$ cat config.mk
export PLATFORM = sky130hd
export DESIGN_NAME = fail_output_and_gpio_control
export DESIGN_NICKNAME = d
export VERILOG_FILES = /design/src/pin_wake_filter.v /design/src/fail_output_and_gpio_control.v
export VERILOG_INCLUDE_DIRS = /design/src /design/src/src
export SDC_FILE = /design/constraint.sdc
export NUM_CORES = 1
export LEC_CHECK = 0
export BUFFER_PORTS_ARGS = -buffer_cell sky130_fd_sc_hd__buf_2
export CAP_MARGIN = 20
export CORE_MARGIN = 3
export CORE_UTILIZATION = 25
export DETAILED_ROUTE_END_ITERATION = 16
export PLACE_DENSITY = 0.42
export SETUP_SLACK_MARGIN = 0.1
export SYNTH_ARGS = -nofsm -noshare
export SYNTH_HDL_FRONTEND = slang
export SYNTH_SLANG_ARGS = --single-unit
$ cat constraint.sdc
create_clock -name clk -period 3.2 [get_ports clk]
set_input_delay 0.16 -clock clk [delete_from_list [all_inputs] [get_ports clk]]
set_output_delay 0.16 -clock clk [all_outputs]
set_load 0.02 [all_outputs]
$ cat src/fo_gpio_defs.vh
// Purpose: shared constants for the fail output and gpio pin control
// Assumes: 20 MHz system clock, 32-bit avalon-mm register bus
// Notes:   offsets are byte addresses of word-aligned registers
`ifndef FO_GPIO_DEFS_VH
`define FO_GPIO_DEFS_VH

// clock
`define CLK_PERIOD_NS        50

// timing, figures in ns and derived cycle counts (rounded down, never zero)
`define IRQ_PULSE_NS         100000
`define IRQ_GAP_NS           100000
`define WAKE_FILTER_NS       16000
`define WAKE_BLANK_NS        10000
`define IRQ_PULSE_CYC        (`IRQ_PULSE_NS / `CLK_PERIOD_NS)
`define IRQ_GAP_CYC          (`IRQ_GAP_NS / `CLK_PERIOD_NS)
`define WAKE_FILTER_CYC      (`WAKE_FILTER_NS / `CLK_PERIOD_NS)
`define WAKE_BLANK_CYC       (`WAKE_BLANK_NS / `CLK_PERIOD_NS)

// register byte offsets
`define OFS_PIN_CTRL         4'h0
`define OFS_DEV_STATUS       4'h4
`define OFS_WAKE_STATUS      4'h8
`define OFS_LEVEL_STATUS     4'hc

// pin control register fields
`define CTRL_FUNC_LSB        0
`define CTRL_TEST_BIT        3
`define CTRL_LOCK_BIT        4
`define CTRL_OV_RST_BIT      5
`define CTRL_MEAS_BIT        6
`define CTRL_PULL_LSB        7

// device status fields
`define STAT_FAILURE_BIT     0
`define STAT_WD_MISS_BIT     1
`define STAT_CFG_BIT         2
`define STAT_WD_CAUSE_BIT    3

// wake status fields
`define WK_PIN_EVENT_BIT     0
`define WK_PIN_OC_BIT        1

// pin function codes
`define FUNC_FAIL_MAX        3'h2
`define FUNC_OFF             3'h4
`define FUNC_WAKE            3'h5
`define FUNC_LOW_SIDE        3'h6
`define FUNC_RESET           3'h0

// operating mode codes on sys_mode
`define MODE_INIT            3'h0
`define MODE_NORMAL          3'h1
`define MODE_STOP            3'h2
`define MODE_SLEEP           3'h3
`define MODE_RESTART         3'h4
`define MODE_FAILSAFE        3'h5

`endif

$ cat src/pin_wake_filter.v
// Purpose: blanking and level filter for the pin when used as wake input
// Assumes: raw level synchronous to clk
// Notes:   reference starts low on enable; a change must hold a full filter time
`timescale 1ns/1ns
module pin_wake_filter #(
  parameter BLANK_CYC  = 200,
  parameter FILTER_CYC = 320,
  parameter CW         = 12
) (
  input  wire clk,
  input  wire rst_n,
  input  wire enable,
  input  wire raw,
  output reg  level_q,
  output reg  edge_q
);

  reg [CW-1:0] blank_q;
  reg [CW-1:0] filt_q;

  ////////////////////////////////////////////////////////////////////////////
  // blank after enable, then time out a stable changed level
  always @(posedge clk or negedge rst_n) begin
    if (!rst_n) begin
      blank_q <= {CW{1'b0}};
      filt_q  <= {CW{1'b0}};
      level_q <= 1'b0;
      edge_q  <= 1'b0;
    end else begin
      edge_q <= 1'b0;
      if (!enable) begin
        blank_q <= {CW{1'b0}};
        filt_q  <= {CW{1'b0}};
        level_q <= 1'b0;                 // internal reference is low
      end else if (blank_q != BLANK_CYC[CW-1:0]) begin
        blank_q <= blank_q + {{(CW-1){1'b0}}, 1'b1};
      end else if (raw == level_q) begin
        filt_q <= {CW{1'b0}};
      end else if (filt_q == FILTER_CYC[CW-1:0] - {{(CW-1){1'b0}}, 1'b1}) begin
        filt_q  <= {CW{1'b0}};
        level_q <= raw;
        edge_q  <= 1'b1;
      end else begin
        filt_q <= filt_q + {{(CW-1){1'b0}}, 1'b1};
      end
    end
  end

endmodule // pin_wake_filter

$ cat src/fail_output_and_gpio_control.v
// Purpose: fail output and general purpose control of the shared hv pin
// Assumes: avalon-mm slave with waitrequest, mode and failures given as inputs
// Notes:   pin is open drain, pin_oe high pulls it low
//
// The placing of the registers and the Avalon-MM register port were decided locally.
`timescale 1ns/1ns
`include "fo_gpio_defs.vh"
module fail_output_and_gpio_control #(
  parameter IRQ_PULSE_CYC = `IRQ_PULSE_CYC,
  parameter IRQ_GAP_CYC   = `IRQ_GAP_CYC,
  parameter WAKE_FILT_CYC = `WAKE_FILTER_CYC,
  parameter WAKE_BLNK_CYC = `WAKE_BLANK_CYC
) (
  input  wire        clk,
  input  wire        arst_n,
  input  wire [3:0]  avs_address,
  input  wire        avs_read,
  input  wire        avs_write,
  input  wire [31:0] avs_writedata,
  output reg  [31:0] avs_readdata,
  output reg         avs_waitrequest,
  input  wire [2:0]  sys_mode,
  input  wire        thermal_shutdown_level_two,
  input  wire        main_short_to_gnd,
  input  wire        main_overvoltage,
  input  wire        wd_trigger_fail,
  input  wire        wd_trigger_ok,
  input  wire        wd_disabled,
  input  wire        pwm_on,
  input  wire        pin_overcurrent,
  input  wire        fail_signal_pin_in,
  input  wire        irq_line_in,
  output reg         fail_signal_pin_out,
  output reg         fail_signal_pin_oe,
  output reg         irq_line_n,
  output reg         failsafe_req,
  output reg         wake_req
);

  localparam [2:0] IRQ_IDLE  = 3'b001;
  localparam [2:0] IRQ_PULSE = 3'b010;
  localparam [2:0] IRQ_GAP   = 3'b100;

  reg        rst_meta_q;
  reg        rst_n_q;
  reg [2:0]  func_q;
  reg        test_q;
  reg        lock_q;
  reg        ov_en_q;
  reg        meas_q;
  reg [1:0]  pull_q;
  reg        failure_q;
  reg        wd_miss_q;
  reg        wd_cause_q;
  reg        two_strike_q;
  reg [1:0]  strikes_q;
  reg        fail_act_q;
  reg        wake_flag_q;
  reg        oc_flag_q;
  reg [2:0]  mode_q;
  reg [2:0]  irq_state_q;
  reg [11:0] irq_cnt_q;
  reg        irq_pend_q;

  wire        bus_go    = (avs_read | avs_write) & avs_waitrequest;
  // a write lands at the edge where the master sees waitrequest low
  wire        wr_go     = avs_write & ~avs_waitrequest;
  wire        wr_ctrl   = wr_go & (avs_address == `OFS_PIN_CTRL);
  wire        wr_dev    = wr_go & (avs_address == `OFS_DEV_STATUS);
  wire        wr_wake   = wr_go & (avs_address == `OFS_WAKE_STATUS);
  wire        mode_new  = (sys_mode != mode_q);
  wire        enter_rst = mode_new & (sys_mode == `MODE_RESTART);
  wire        enter_fs  = mode_new & (sys_mode == `MODE_FAILSAFE);
  wire        enter_slp = mode_new & (sys_mode == `MODE_SLEEP);
  wire        is_fail   = (func_q <= `FUNC_FAIL_MAX) & ~meas_q;
  wire        is_wake   = (func_q == `FUNC_WAKE) & ~meas_q;
  wire        is_ls     = (func_q == `FUNC_LOW_SIDE) & ~meas_q;
  wire        hard_fail;
  wire        wd_fire;
  wire        oc_trip;
  wire        wk_level;
  wire        wk_edge;

  // hard failure conditions, overvoltage only counts with its enable
  assign hard_fail = thermal_shutdown_level_two | main_short_to_gnd |
                     (main_overvoltage & ov_en_q);
  // watchdog miss reaches the fail output on the strike the config asks for
  assign wd_fire   = wd_trigger_fail & (~two_strike_q | (strikes_q != 2'h0));
  // overcurrent only judged during low-side on-time
  assign oc_trip   = is_ls & pwm_on & pin_overcurrent;

  ////////////////////////////////////////////////////////////////////////////
  // reset release through two flops
  always @(posedge clk or negedge arst_n) begin
    if (!arst_n) begin
      rst_meta_q <= 1'b0;
      rst_n_q    <= 1'b0;
    end else begin
      rst_meta_q <= 1'b1;
      rst_n_q    <= rst_meta_q;
    end
  end

  ////////////////////////////////////////////////////////////////////////////
  // wake input filter
  pin_wake_filter #(
    .BLANK_CYC  (WAKE_BLNK_CYC),
    .FILTER_CYC (WAKE_FILT_CYC),
    .CW         (12)
  ) u_wake_filter (
    .clk     (clk),
    .rst_n   (rst_n_q),
    .enable  (is_wake),
    .raw     (fail_signal_pin_in),
    .level_q (wk_level),
    .edge_q  (wk_edge)
  );

  ////////////////////////////////////////////////////////////////////////////
  // configuration sampled from the irq pin while in init
  always @(posedge clk or negedge rst_n_q) begin
    if (!rst_n_q) begin
      two_strike_q <= 1'b0;
      mode_q       <= `MODE_INIT;
    end else begin
      mode_q <= sys_mode;
      if (sys_mode == `MODE_INIT)
        two_strike_q <= irq_line_in;
    end
  end

  ////////////////////////////////////////////////////////////////////////////
  // pin control register
  always @(posedge clk or negedge rst_n_q) begin
    if (!rst_n_q) begin
      func_q  <= `FUNC_RESET;
      test_q  <= 1'b0;
      lock_q  <= 1'b0;
      ov_en_q <= 1'b0;
      meas_q  <= 1'b0;
      pull_q  <= 2'h0;
    end else begin
      if (wr_ctrl) begin
        test_q  <= avs_writedata[`CTRL_TEST_BIT];
        lock_q  <= avs_writedata[`CTRL_LOCK_BIT];
        ov_en_q <= avs_writedata[`CTRL_OV_RST_BIT];
        pull_q  <= avs_writedata[`CTRL_PULL_LSB+1:`CTRL_PULL_LSB];
        if (!lock_q && !meas_q)
          func_q <= avs_writedata[`CTRL_FUNC_LSB+2:`CTRL_FUNC_LSB];
        if (!is_fail || !avs_writedata[`CTRL_MEAS_BIT])
          meas_q <= avs_writedata[`CTRL_MEAS_BIT];
      end
      // low-side switched off on overcurrent or restart / fail-safe entry
      if (oc_trip || (is_ls && (enter_rst || enter_fs)))
        func_q <= `FUNC_OFF;
      // test-only activation is dropped when restart begins
      if (enter_rst)
        test_q <= 1'b0;
    end
  end

  ////////////////////////////////////////////////////////////////////////////
  // watchdog strike count and miss flag
  always @(posedge clk or negedge rst_n_q) begin
    if (!rst_n_q) begin
      wd_miss_q <= 1'b0;
      strikes_q <= 2'h0;
    end else begin
      if (wd_trigger_fail) begin
        wd_miss_q <= 1'b1;
        if (strikes_q != 2'h3)
          strikes_q <= strikes_q + 2'h1;
      end else if (wd_trigger_ok || enter_slp ||
                   (enter_fs && hard_fail) ||
                   (sys_mode == `MODE_STOP && wd_disabled)) begin
        wd_miss_q <= 1'b0;
        strikes_q <= 2'h0;
      end
    end
  end

  ////////////////////////////////////////////////////////////////////////////
  // failure activation, failure flag and release
  always @(posedge clk or negedge rst_n_q) begin
    if (!rst_n_q) begin
      fail_act_q <= 1'b0;
      failure_q  <= 1'b0;
      wd_cause_q <= 1'b0;
    end else begin
      if (hard_fail || wd_fire) begin
        fail_act_q <= 1'b1;
        failure_q  <= 1'b1;
        if (wd_fire)
          wd_cause_q <= 1'b1;
      end else begin
        if (wr_dev && avs_writedata[`STAT_FAILURE_BIT])
          failure_q <= 1'b0;
        // every failure level must be gone, overvoltage whatever its enable
        if (sys_mode == `MODE_NORMAL && !failure_q && !main_overvoltage &&
            !(wd_cause_q && wd_miss_q)) begin
          fail_act_q <= 1'b0;
          wd_cause_q <= 1'b0;
        end
      end
    end
  end

  ////////////////////////////////////////////////////////////////////////////
  // wake and overcurrent status flags, set wins over clear
  always @(posedge clk or negedge rst_n_q) begin
    if (!rst_n_q) begin
      wake_flag_q <= 1'b0;
      oc_flag_q   <= 1'b0;
    end else begin
      if (wk_edge)
        wake_flag_q <= 1'b1;
      else if (enter_fs ||
               (wr_wake && avs_writedata[`WK_PIN_EVENT_BIT]))
        wake_flag_q <= 1'b0;
      if (oc_trip)
        oc_flag_q <= 1'b1;
      else if (wr_wake && avs_writedata[`WK_PIN_OC_BIT])
        oc_flag_q <= 1'b0;
    end
  end

  ////////////////////////////////////////////////////////////////////////////
  // pin driver, fail-safe request and wake request
  always @(posedge clk or negedge rst_n_q) begin
    if (!rst_n_q) begin
      fail_signal_pin_out <= 1'b0;
      fail_signal_pin_oe  <= 1'b0;
      failsafe_req        <= 1'b0;
      wake_req            <= 1'b0;
    end else begin
      fail_signal_pin_out <= 1'b0;
      if (is_fail)
        fail_signal_pin_oe <= fail_act_q | test_q;
      else if (is_ls)
        fail_signal_pin_oe <= pwm_on & ~oc_trip;
      else
        fail_signal_pin_oe <= 1'b0;
      failsafe_req <= is_fail & (hard_fail | (wd_fire & two_strike_q));
      wake_req     <= wk_edge & (sys_mode == `MODE_SLEEP);
    end
  end

  ////////////////////////////////////////////////////////////////////////////
  // irq pulse: low for the pulse time, then a minimum high gap
  always @(posedge clk or negedge rst_n_q) begin
    if (!rst_n_q) begin
      irq_state_q <= IRQ_IDLE;
      irq_cnt_q   <= 12'h000;
      irq_pend_q  <= 1'b0;
      irq_line_n  <= 1'b1;
    end else begin
      if (wk_edge && (sys_mode == `MODE_NORMAL || sys_mode == `MODE_STOP))
        irq_pend_q <= 1'b1;
      case (irq_state_q)
        IRQ_IDLE: begin
          if (irq_pend_q) begin
            irq_pend_q  <= 1'b0;
            irq_line_n  <= 1'b0;
            irq_cnt_q   <= 12'h000;
            irq_state_q <= IRQ_PULSE;
          end
        end
        IRQ_PULSE: begin
          if (irq_cnt_q == IRQ_PULSE_CYC[11:0] - 12'h001) begin
            irq_line_n  <= 1'b1;
            irq_cnt_q   <= 12'h000;
            irq_state_q <= IRQ_GAP;
          end else begin
            irq_cnt_q <= irq_cnt_q + 12'h001;
          end
        end
        IRQ_GAP: begin
          if (irq_cnt_q == IRQ_GAP_CYC[11:0] - 12'h001)
            irq_state_q <= IRQ_IDLE;
          else
            irq_cnt_q <= irq_cnt_q + 12'h001;
        end
        default: begin
          irq_state_q <= IRQ_IDLE;
          irq_line_n  <= 1'b1;
        end
      endcase
    end
  end

  ////////////////////////////////////////////////////////////////////////////
  // bus answer: one wait cycle, then data and waitrequest low together
  always @(posedge clk or negedge rst_n_q) begin
    if (!rst_n_q) begin
      avs_waitrequest <= 1'b1;
      avs_readdata    <= 32'h0000_0000;
    end else begin
      avs_waitrequest <= ~bus_go;
      if (bus_go && avs_read) begin
        case (avs_address)
          `OFS_PIN_CTRL:
            avs_readdata <= {23'h000000, pull_q, meas_q, ov_en_q, lock_q,
                             test_q, func_q};
          `OFS_DEV_STATUS:
            avs_readdata <= {28'h0000000, wd_cause_q, two_strike_q,
                             wd_miss_q, failure_q};
          `OFS_WAKE_STATUS:
            avs_readdata <= {30'h00000000, oc_flag_q, wake_flag_q};
          `OFS_LEVEL_STATUS:
            avs_readdata <= {31'h00000000, wk_level};
          default:
            avs_readdata <= 32'h0000_0000;
        endcase
      end
    end
  end

endmodule // fail_output_and_gpio_control

# Word level (Yosys, flattened, before mapping)
# Cells that the tools add are included.
dict set report word_totals {
  reg_bits 102
  latch_bits 0
  ram_bits 0
  romBits 0
  output_inout_bits 38
  memories 0
  in_bits 53
}
dict set report op_classes {
  shift 0
  order_cmp 1
  n_mux 51
  reduce_logical 49
  bitwise 31
  eq_ne 29
  n_addsub 4
  n_div 0
  mul 0
}
# op count
set op_table {}
lappend op_table {{$mux W12} 9}
lappend op_table {{$add A12 B1 Y12 const B} 3}
lappend op_table {{$pmux W12 S3} 1}
lappend op_table {{$pmux W9 S4} 1}
lappend op_table {{$mux W1} 29}
lappend op_table {{$ne A2 B2 Y1 const B} 10}
lappend op_table {{$and A1 B1 Y1} 19}
lappend op_table {{$mux W3} 6}
lappend op_table {{$reduce_bool A2 Y1} 9}
lappend op_table {{$eq A3 B3 Y1 const B} 5}
lappend op_table {{$logic_and A1 B1 Y1} 13}
lappend op_table {{$eq A12 B11 Y1 const B} 1}
lappend op_table {{$eq A12 B9 Y1 const B} 1}
lappend op_table {{$ne A12 B8 Y1 const B} 1}
lappend op_table {{$reduce_and A3 Y1} 4}
lappend op_table {{$eq A3 B2 Y1 const B} 3}
lappend op_table {{$logic_or A1 B1 Y1} 9}
lappend op_table {{$pmux W3 S3} 1}
lappend op_table {{$eq A4 B4 Y1 const B} 2}
lappend op_table {{$reduce_and A2 Y1} 4}
lappend op_table {{$logic_not A1 Y1} 7}
lappend op_table {{$eq A3 B1 Y1 const B} 2}
lappend op_table {{$mux W2} 3}
lappend op_table {{$not A1 Y1} 6}
lappend op_table {{other kinds (11)} 16}

# Logic depth before layout (Yosys ltp)
# Gate-level depths: netlist (run 1).
dict set report depth {
  word_depth 8
  depth_mapped 8
}

# By module
# Synthesis (run 1) repeated with hierarchy kept, for this count alone.
dict set report unflattened {
  hier_cells 415
  hier_area_um2 4301.6
}
# module n_inst area_each_um2 cells_per_inst seq_area_each_um2
set modules_own_cells {}
lappend modules_own_cells {fail_output_and_gpio_control 1 2847.7 268 1330.0}
lappend modules_own_cells {pin_wake_filter 1 1453.9 147 650.6}

# Worst setup path after synthesis (run 1)
# No wires, ideal clock.
dict set report synth_timing {
  path_kind {register to register}
  startpoint {register u_wake_filter.blank_q[4]}
  endpoint {register u_wake_filter.filt_q[3]}
  setup_slack_ns 1.053
  t_required_ns 3.072
  stages_incl_launch_ff 7
  setup_time_ns 0.128
  arrival_time_ns 2.018
  synth_period_minus_slack_ns 2.147
  cell_sequence {dfrtp_1 -> or4_4 -> nor4_4 -> nor2_1 -> clkbuf_1 -> o21ai_0 -> o31ai_1}
}
dict set report synth_via {
  elab_chain_cells 2
}
# item line_no
set synth_lines {}
lappend synth_lines {{from (decl)} pin_wake_filter.v:18} ;# reg [CW-1:0] blank_q;
lappend synth_lines {{from (signal assigned)} pin_wake_filter.v:25} ;# blank_q <= {CW{1'b0}};
lappend synth_lines {{from (signal assigned)} pin_wake_filter.v:32} ;# blank_q <= {CW{1'b0}};
lappend synth_lines {{from (signal assigned)} pin_wake_filter.v:36} ;# blank_q <= blank_q + {{(CW-1){1'b0}}, 1'b1};
lappend synth_lines {{$ne A12 B8 Y1} pin_wake_filter.v:35} ;# end else if (blank_q != BLANK_CYC[CW-1:0]) begin
lappend synth_lines {{$ne A2 B2 Y1 (no source line)} --}
lappend synth_lines {{to (signal assigned)} pin_wake_filter.v:33} ;# filt_q <= {CW{1'b0}};
lappend synth_lines {{to (signal assigned)} pin_wake_filter.v:38} ;# filt_q <= {CW{1'b0}};
lappend synth_lines {{to (signal assigned)} pin_wake_filter.v:40} ;# filt_q <= {CW{1'b0}};
lappend synth_lines {{to (decl)} pin_wake_filter.v:19} ;# reg [CW-1:0] filt_q;
# No other way between the ends.
# A chain may end at the register's enable or synchronous reset.

# Worst setup path in the final report (run 1)
dict set report layout_timing {
  startpoint {register u_wake_filter.blank_q[4]}
  endpoint {register u_wake_filter.filt_q[6]}
}
# Same word-level chain as after synthesis.

==> flow_summary.ini, run 1 <==
[worst_setup_path]
start_kind = register
cp.arrival_ps = 2540
worstSetupPathType = register to register
worstPathMaxFanout = 12
crit_required_ps = 3420
cp-end-kind = register

[timing]
tightest_slew_ps = 828
slew_headroom = 0.444
hold_viol = 0
rsz0062_at_grt = no
post-route-period-util = 0.725
hold_ws_ps = 34.9
slew_viol_final = 0
fin_skew_ps = 8.39
setup_viol = 0
tns_ps = 0
fmax_ghz = 0.431
fin_crit_ps = 2320

[drt]
first_pass_iters = 4
drt-vias-per-instance = 4.57
ant_nets = 0
drc = 0
wire_per_inst_microns = 13.1
num_vias = 3134
drtIter0Drc = 163
routed_wl_mm = 9.02

[synth]
async_flop_share = 1.00
synth_seq_cells = 79
synthCells = 414
netlist_area_sq_mm = 0.00409
ys.flop_type = dfrtp_1
synth_edf_count = 0
ys_warn_count = 0
ys_types = 58
synth.avg_cell_area_sq_um = 9.88
ys_seq_area_frac = 0.484

[run_status]
status = finished clean

[power_and_ir_drop]
p_leak_nw = 2.13
ir_drop_mv = 0.224
powerDensity_mw_per_mm2 = 501

[job]
drv_cap = 0

[floorplan]
die_area_sq_mm = 0.0179
chipHeight_microns = 134
fp-row-count = 46
die_w_microns = 134
core_sq_mm = 0.0159
initial_core_util = 0.257
num_io_pins = 91

[clock_tree]
post_cts_resized = 0
cts_buffers = 9
cts.sinks = 79
clock_path_buffers = 2
cts_root_buffer = clkbuf_16
post_cts.repair.setup_buffers = 0
htreeDepth = 3
clkLatencyLatePin_ps = 340
clk_pin_slew_ps = 60
cts_tree = built

[layout]
layout-drive-gt1-share = 0.170
areaGrowthSynthToFinish_pct = 17.4
antenna_cells = 0
layout_common_cells = dfrtp_1 (75), buf_2 (43), nand2_1 (34), nor2_1 (34), o21ai_0 (31)
final_common_cell = dfrtp_1
fin_nets = 524

[place]
portBuffers = 43
place.gp.congestion = 0.755
place_hpwl_mm = 6.43

[global_routing]
antenna_found_initial = 0
grt_pass1_vias = 3091
grt_start_max_net_pins = 78
grt_pass1_wl_mm = 15.5
grt.total_usage = 0.107
grt_overflow = 0

[worst_hold_path]
worstHoldPathType = input port to register
-- final cells by class --
type	count	area, sq um
clock inverters	3	21.3
flip-flops and latches	79	1980
inverters	14	52.6
well taps	216	270
fillers	1680	11100
multi-input cells	311	1930
repair buffers	50	298
clock buffers	13	250
-- registers in the layout, summed over array words and instances, names as in the netlist, 2 cells and up --
signal / count
irq_cnt_q: 12
u_wake_filter.blank_q: 12
u_wake_filter.filt_q: 12
avs_readdata: 9
func_q: 3
irq_state_q: 3
mode_q: 3
pull_q: 2
strikes_q: 2
-- metrics by stage --
| stage | total power [mW] | worst slack [ps] | util | area (sq um) | instances |
|---|---|---|---|---|---|
| 3_3_place_gp | 1.48 | 882 | 0.280 | 4460 | 665 |
| 4_1_cts | 2.45 | 846 | 0.300 | 4780 | 685 |
| 3_5_place_dp | 1.48 | 871 | 0.280 | 4460 | 665 |
| 6_report | 2.41 | 880 | 0.301 | 4800 | 686 |
| 2_1_floorplan | 1.39 | 842 | - | 4180 | 437 |
| 5_1_grt | 2.54 | 642 | 0.301 | 4800 | 686 |
-- report_power, final --
part / total, mW / internal, mW / switching (mW)
Combinational: 0.333 / 0.133 / 0.200
Clock: 0.939 / 0.547 / 0.392
Sequential: 1.13 / 1.07 / 0.0611
-- synth_stat cells, types with 2 or more instances --
cell type / instances / area (sq um)
a211o_1: 3 / 26.3
a211oi_1: 4 / 30.0
a21o_1: 2 / 15.0
a21oi_1: 15 / 75.1
a22o_1: 7 / 61.3
a32o_1: 2 / 20.0
and3_1: 8 / 50.1
buf_2: 2 / 10.0
buf_4: 24 / 180
clkbuf_1: 7 / 26.3
conb_1: 2 / 7.51
dfrtp_1: 76 / 1900
dfstp_2: 3 / 78.8
ha_1: 6 / 75.1
inv_1: 14 / 52.6
mux2_2: 5 / 56.3
mux2i_1: 6 / 60.1
nand2_1: 34 / 128
nand2b_1: 9 / 56.3
nand3_1: 21 / 105
nand3b_1: 5 / 37.5
nand4_1: 10 / 62.6
nand4b_1: 3 / 26.3
nand4bb_1: 2 / 22.5
nor2_1: 34 / 128
nor2b_1: 3 / 18.8
nor3_1: 10 / 50.1
nor4_1: 3 / 18.8
o21ai_0: 31 / 155
o31ai_1: 8 / 60.1
or3_1: 10 / 62.6
or3b_2: 2 / 17.5
xnor2_1: 8 / 70.1
xor2_1: 11 / 96.3
-- final timing paths --
kind / start / endpoint / slack [ps] / cells past startpoint
setup / recovery: u_wake_filter.blank_q[4]$_DFFE_PN0P_ / u_wake_filter.filt_q[6]$_DFFE_PN0P_ / 880 / 5
min in group asynchronous: arst_n / rst_n_q$_DFF_PN0_ / 130 / 2
setup reg to reg: u_wake_filter.blank_q[4]$_DFFE_PN0P_ / u_wake_filter.filt_q[6]$_DFFE_PN0P_ / 880 / 5
hold reg to reg: rst_n_q$_DFF_PN0_ / u_wake_filter.filt_q[8]$_DFFE_PN0P_ / 180 / 0
hold / removal: sys_mode[1] / mode_q[1]$_DFF_PN0_ / 30 / 1
max in group asynchronous: rst_n_q$_DFF_PN0_ / irq_state_q[0]$_DFFE_PN1P_ / 2390 / 1
-- worst max-delay path: stages (launching register included) --
cell and delay, ps:
dfrtp_1 430, or4_4 570, nor4_4 540, nor2_1 320, o21ai_0 240, o31ai_1 100
-- layer usage --
layer / global-route usage / wire length, microns / part of all wire
met1: 0.140 / 4320 / 0.48
met2: 0.169 / 4170 / 0.46
met3: 0.0184 / 294 / 0.033
met4: 0.0566 / 226 / 0.025
met5: 0 / 0 / 0
-- kinds of logic (layout without fill, tap and decap cells) --
logic type / count (synthesis) / after routing / share of synthesized area
fa+ha+maj: 6 / 6 / 0.0184
buf+inv: 47 / 80 / 0.0658
other cells: 2 / 25 / 0.00184
flops: 79 / 79 / 0.484
simple gates: 168 / 168 / 0.227
mux: 12 / 12 / 0.0340
xor+xnor: 19 / 19 / 0.0407
compound gates: 81 / 81 / 0.128
-- what timing repair did --
action | 4_1_cts | 5_1_grt
endpoints found under the hold margin | 4 | 0
endpoints found under the setup margin | 0 | 0
hold buffers | 4 | 0
Note: power is estimated with default switching activity, not from simulation.
==> run 2: changes to the inputs <==
--- a/config.mk
+++ b/config.mk
@@ -6,12 +6,13 @@
 export SDC_FILE = /design/constraint.sdc
 export NUM_CORES = 1
 export LEC_CHECK = 0
+export ABC_AREA = 1
 export BUFFER_PORTS_ARGS = -buffer_cell sky130_fd_sc_hd__buf_2
 export CAP_MARGIN = 20
 export CORE_MARGIN = 3
 export CORE_UTILIZATION = 25
 export DETAILED_ROUTE_END_ITERATION = 16
-export PLACE_DENSITY = 0.42
+export PLACE_DENSITY = 0.43
 export SETUP_SLACK_MARGIN = 0.1
 export SYNTH_ARGS = -nofsm -noshare
 export SYNTH_HDL_FRONTEND = slang
==> constraint.sdc (replaced) <==
create_clock -name clk -period 2.1 [get_ports clk]
set_input_delay 0.105 -clock clk [delete_from_list [all_inputs] [get_ports clk]]
set_output_delay 0.105 -clock clk [all_outputs]
set_load 0.02 [all_outputs]
==> run 2 against run 1 <==
Effect of this change: die area up 6.5%; critical path type unchanged; first-iteration DRC count fell by 1.8%; via count rose by 19%; largest cell class unchanged; non-clock buffer count grew 9; register-to-register slack worse by 530 ps.
==> flow_summary.ini, run 2 <==
[run_status]
status = finished clean

[timing]
fmax_ghz = 0.571
setup_viol = 0
slew_viol_final = 0
fin_skew_ps = 7.14
rsz0062_at_grt = yes
tns_ps = 0
post-route-period-util = 0.835
hold_viol = 0
fin_crit_ps = 1750

[worst_setup_path]
worstSetupPathType = register to register
crit_slowest_cell = dfrtp_2
crit_start = irq_cnt_q[0]$_DFFE_PN0P_
start_kind = register
cp.arrival_ps = 1980
r2r_slack_ps = 350
crit_required_ps = 2330
reg2regPathDepth = 10
path_cells = ha_2 > nand2_2 > nor2_4 > nand3_4 > nand2_2 > nand2_2 > nand2_4 > inv_2 > nand2_1 > o21ai_2
worstSetupEndpoint = irq_cnt_q[4]$_DFFE_PN0P_
cp_slowest_stage_delay_ps = 420
cp_common_cell = nand2_2
timing.rr.end = irq_cnt_q[4]$_DFFE_PN0P_
timing.rr.start = irq_cnt_q[0]$_DFFE_PN0P_
worstPathMaxFanout = 11
cp-end-kind = register

[job]
drv_cap = 0

[synth]
synth_seq_cells = 79
synthTopCellsByArea = dfrtp_1 (44%), nand2_1 (12%), inv_1 (6.1%), nand3_1 (5.8%), o21ai_0 (5.2%)
synth_most_common_cell = nand2_1
ys.flop_type = dfrtp_1
ys_warn_count = 0
synth_area_leader_cell = dfrtp_1
ys_seq_area_frac = 0.453
async_flop_share = 1.00
synth.avg_cell_area_sq_um = 7.74
ys_types = 41
synthCells = 564
synth_common_cells = nand2_1 (142), dfrtp_1 (76), inv_1 (71)
yosysTopAreaCellShare = 0.435
synth_edf_count = 0
netlist_area_sq_mm = 0.00437

[drt]
routed_wl_mm = 10.7
drc = 0
drtIter0Drc = 160
drt-vias-per-instance = 4.39
first_pass_iters = 5
num_vias = 3744
wire_per_inst_microns = 12.5
ant_nets = 0

[floorplan]
fp-row-count = 47
chipHeight_microns = 138
core_sq_mm = 0.0168
die_area_sq_mm = 0.0191
die_w_microns = 138
initial_core_util = 0.260
num_io_pins = 91

[place]
place_hpwl_mm = 8.06
place.gp.congestion = 0.812
portBuffers = 43
placed_area_sq_mm = 0.00478

[clock_tree]
post_cts.repair.setup_buffers = 0
cts_tree = built
clock_path_buffers = 2
clk_pin_slew_ps = 70
cts_buffers = 9
cts.sinks = 79
htreeDepth = 3
clkLatencyLatePin_ps = 340
cts_root_buffer = clkbuf_16

[power_and_ir_drop]
ir_drop_mv = 0.379
p_leak_nw = 2.54
powerDensity_mw_per_mm2 = 745

[layout]
layout_common_cells = nand2_1 (141), dfrtp_1 (74), inv_1 (71)
fin_nets = 686
reg_top3 = irq_cnt_q: 12 flops, u_wake_filter.blank_q: 12 flops, u_wake_filter.filt_q: 12 flops
final_cell_area_sq_mm = 0.00519
antenna_cells = 0
final_common_cell = nand2_1
nFillCells = 1840
layout-drive-gt1-share = 0.152
postLayoutCoreUtil = 0.309
areaGrowthSynthToFinish_pct = 18.8

[worst_hold_path]
worstHoldPathType = input port to register

[global_routing]
antenna_found_initial = 0
grt_overflow = 0
grt_pass1_wl_mm = 18.1
grt.total_usage = 0.114
grt_start_max_net_pins = 48
grt_pass1_vias = 3669
## run 2: cell count changes in the layout (fill, tap and decap cells not counted), moves of 8 or more
| cell | before | now |
|---|---|---|
| or3_1 | 10 | 0 |
| inv_1 | 14 | 71 |
| nand2_1 | 34 | 141 |
| o21ai_0 | 31 | 45 |
| and3_1 | 8 | 0 |
| nand2b_1 | 9 | 0 |
| nor2_1 | 34 | 48 |
| nand3_1 | 21 | 51 |
## run 2: worst min-delay path by stage
stage / endpoint / startpoint / cells after the start / slack (ps)
2_1_floorplan: rst_meta_q$_DFF_PN0_ / arst_n / 0 / -190
3_3_place_gp: rst_meta_q$_DFF_PN0_ / arst_n / 1 / -110
3_5_place_dp: rst_meta_q$_DFF_PN0_ / arst_n / 1 / -110
4_1_cts: avs_waitrequest$_DFF_PN1_ / avs_write / 4 / 3
5_1_grt: two_strike_q$_DFFE_PN0N_ / irq_line_in / 3 / 40
6_report: avs_waitrequest$_DFF_PN1_ / avs_write / 4 / 30
## run 2: layout make-up
class / instances / area, sq um / area share
sequential: 79 / 1990 / 0.383
multi-input combinational: 402 / 1970 / 0.379
clock inverter: 7 / 78.8 / 0.0152
timing repair buffer: 59 / 373 / 0.0718
inverter: 76 / 285 / 0.0550
clock buffer: 9 / 225 / 0.0434
tap: 220 / 275 / 0.0530
## run 2: what timing repair did
action	4_1_cts	5_1_grt
endpoints found under the setup margin	0	17
hold endpoints to repair	11	0
gates resized for setup	0	3
hold buffers	10	0
## run 2: kinds of logic (layout without fill, tap and decap cells)
group	after synthesis	after routing	synth area share
flip-flops	79	79	0.453
AND/OR/NAND/NOR	284	284	0.293
buffers and inverters	106	151	0.117
adder cells (fa/ha/maj)	6	6	0.0172
AO/OA/AOI/OAI	80	80	0.104
XOR/XNOR	7	7	0.0140
other	2	25	0.00172
## run 2: critical path, delay by kind of cell (launching register included)
kind	cells	cell delay, ps
adders and majority gates	1	270
AOI/OAI and AO/OA	1	50
buffers and inverters	1	120
DFF	1	420
and+or+nand+nor	7	770
## run 2: through the flow
stage / hold slack [ps] / std cells / power (mW) / worst slack (ps)
2_1_floorplan: -191 / 587 / 2.11 / 490
6_report: 25.8 / 852 / 3.86 / 347
4_1_cts: 3.36 / 852 / 3.94 / 189
5_1_grt: 42.3 / 852 / 4.09 / 92.4
3_3_place_gp: -109 / 826 / 2.24 / 233
3_5_place_dp: -108 / 826 / 2.26 / 205
## run 2: report_power, final
part / leakage, nW / internal (mW) / switching (mW)
registers: 1.00 / 1.62 / 0.0813
logic: 1.39 / 0.170 / 0.361
clock network: 0.144 / 0.936 / 0.692
## run 2: layer usage
metal	part of all wire	vias up	wire, microns	global-route usage
met3	0.029	10	309	0.0276
met1	0.48	1780	5170	0.151
met5	0	-	0	0
li1	-	1903	-	-
met4	0.014	0	145	0.0385
met2	0.47	51	5040	0.183
==> run 3: changes to the inputs <==
--- a/config.mk
+++ b/config.mk
@@ -6,7 +6,7 @@
 export SDC_FILE = /design/constraint.sdc
 export NUM_CORES = 1
 export LEC_CHECK = 0
-export ABC_AREA = 1
+export ABC_AREA = 0
 export BUFFER_PORTS_ARGS = -buffer_cell sky130_fd_sc_hd__buf_2
 export CAP_MARGIN = 20
 export CORE_MARGIN = 3
==> constraint.sdc (replaced) <==
create_clock -name clk -period 1.51 [get_ports clk]
set_input_delay 0.0755 -clock clk [delete_from_list [all_inputs] [get_ports clk]]
set_output_delay 0.0755 -clock clk [all_outputs]
set_load 0.02 [all_outputs]
==> run 3 against run 2 <==
Effect of this change: the run now ends with negative setup slack left; sequential cell count did not move; count of clock-buffer cells in the layout stayed put; hold slack worse by 6.9 ps; first-iteration DRC count fell by 13%; clock skew barely moved; final cell count down 6.7%; via count fell by 5.0%; critical endpoint is now irq_cnt_q[7]$_DFFE_PN0P_; largest cell class is now multi-input combinational cells; largest power group is now the clock network.
==> flow_summary.ini, run 3 (synthesis results as in run 1) <==
[layout]
fin_nets = 633
layout-drive-gt1-share = 0.392
antenna_cells = 0
nFillCells = 1606
areaGrowthSynthToFinish_pct = 47.7
reg_top3 = irq_cnt_q: 12 flops, u_wake_filter.blank_q: 12 flops, u_wake_filter.filt_q: 12 flops
layout_common_cells = buf_4 (86), dfrtp_1 (75), buf_2 (43)
final_common_cell = buf_4

[power_and_ir_drop]
ir_drop_mv = 0.731
p_leak_nw = 2.79
powerDensity_mw_per_mm2 = 958

[drt]
drt-vias-per-instance = 4.47
drc = 0
first_pass_iters = 4
num_vias = 3557
drtIter0Drc = 140
ant_nets = 0
routed_wl_mm = 10.7
wire_per_inst_microns = 13.4

[global_routing]
grt.total_usage = 0.123
antenna_found_initial = 0
grt_overflow = 0
grt_pass1_vias = 3605
grt_start_max_net_pins = 39
grt_pass1_wl_mm = 17.8

[timing]
fin_skew_ps = 6.94
post-route-period-util = 1.25
fin_crit_ps = 1890
rsz0062_at_grt = yes
slew_viol_final = 0
fmax_ghz = 0.528
hold_viol = 0
worst_slack_ps = -385
hold_ws_ps = 18.9
tns_ps = -9250
setup_viol = 37

[worst_hold_path]
worstHoldPathType = input port to register

[worst_setup_path]
cp_slowest_stage_delay_ps = 540
crit_required_ps = 1730
cp.arrival_ps = 2110
path_cells = or4b_4 > or3_4 > a21boi_4 > or3_1 > a21oi_1
start_kind = register
path_buf_inv = 0
cp_top_family = simple AND/OR/NAND/NOR gates
crit_slowest_cell = or4b_4
worstSetupPathType = register to register
worstPathMaxFanout = 8
cp-end-kind = register

[clock_tree]
clk_pin_slew_ps = 70
clkLatencyLatePin_ps = 350
htreeDepth = 3
cts.sinks = 79
cts_buffers = 9
clock_path_buffers = 2
cts_tree = built
cts_root_buffer = clkbuf_16

[floorplan]
initial_core_util = 0.257
fp-row-count = 46
num_io_pins = 91
core_sq_mm = 0.0159
chipHeight_microns = 134
die_area_sq_mm = 0.0179
die_w_microns = 134

[place]
place_hpwl_mm = 7.57
portBuffers = 43
place_ws_ps = -437
place.gp.congestion = 0.764

[run_status]
status = finished, violations left
violations = negative setup slack

[job]
drv_cap = 0
==> run 3: cell count changes in the layout (fill, tap and decap cells not counted), moves of 11 or more <==
cell	change
buf_4	+81
buf_6	+11
inv_1	-57
nand2_1	-110
nand3_1	-32
nor2_1	-22
o21ai_0	-35
o21ai_1	+14
==> run 3: what timing repair did <==
action / in CTS / in global routing
pin swaps: 24 / 17
hold buffers: 16 / 0
cloned: 1 / 0
resized for setup: 46 / 40
endpoints found under the hold margin: 16 / 0
setup buffers: 11 / 7
setup endpoints to repair: 43 / 50
==> run 3: worst min-delay path, delay by kind of cell <==
| family | cells | cell delay (ps) |
|---|---|---|
| buf+inv | 2 | 200 |
| compound gates | 1 | 60 |
==> run 3: worst paths after layout <==
| path | from | to | slack (ps) | cells after the start |
|---|---|---|---|---|
| max | irq_cnt_q[5]$_DFFE_PN0P_ | irq_cnt_q[7]$_DFFE_PN0P_ | -380 | 5 |
| min | wd_trigger_fail | wd_miss_q$_DFFE_PN0P_ | 20 | 3 |
| max reg2reg | irq_cnt_q[5]$_DFFE_PN0P_ | irq_cnt_q[7]$_DFFE_PN0P_ | -380 | 5 |
| min reg2reg | rst_n_q$_DFF_PN0_ | u_wake_filter.blank_q[9]$_DFFE_PN0P_ | 240 | 0 |
| max in group asynchronous | rst_n_q$_DFF_PN0_ | avs_readdata[6]$_DFFE_PN0P_ | 690 | 1 |
| min in group asynchronous | arst_n | rst_n_q$_DFF_PN0_ | 50 | 2 |
==> run 3: report_power, final <==
group	total (mW)	switching, mW	internal (mW)
sequential	2.37	0.102	2.27
combinational	0.985	0.539	0.446
clock	2.43	0.955	1.47
total	5.78	1.60	4.19
==> run 3: cell type report <==
class	count	area, sq um	area share
multi-input combinational	312	2230	0.368
sequential	79	1980	0.329
timing repair buffer	158	1180	0.195
tap	216	270	0.0447
clock buffer	9	225	0.0373
clock inverter	7	103	0.0170
inverter	14	52.6	0.00870
==> run 3: metrics by stage <==
stage	util	total power, mW	cells	cell area (sq um)
floorplan	-	2.96	437	4240
CTS	0.368	5.87	792	5870
global placement	0.324	3.28	750	5160
global route	0.379	6.09	795	6040
finish	0.379	5.78	795	6040
detailed placement	0.324	3.29	750	5160
==> run 3: per-layer routing <==
metal,up-vias,GRT usage,share of wire
li1,1751,-,-
met1,1738,0.162,0.47
met2,61,0.197,0.48
met3,7,0.0341,0.041
met4,0,0.0377,0.010
met5,-,0,0
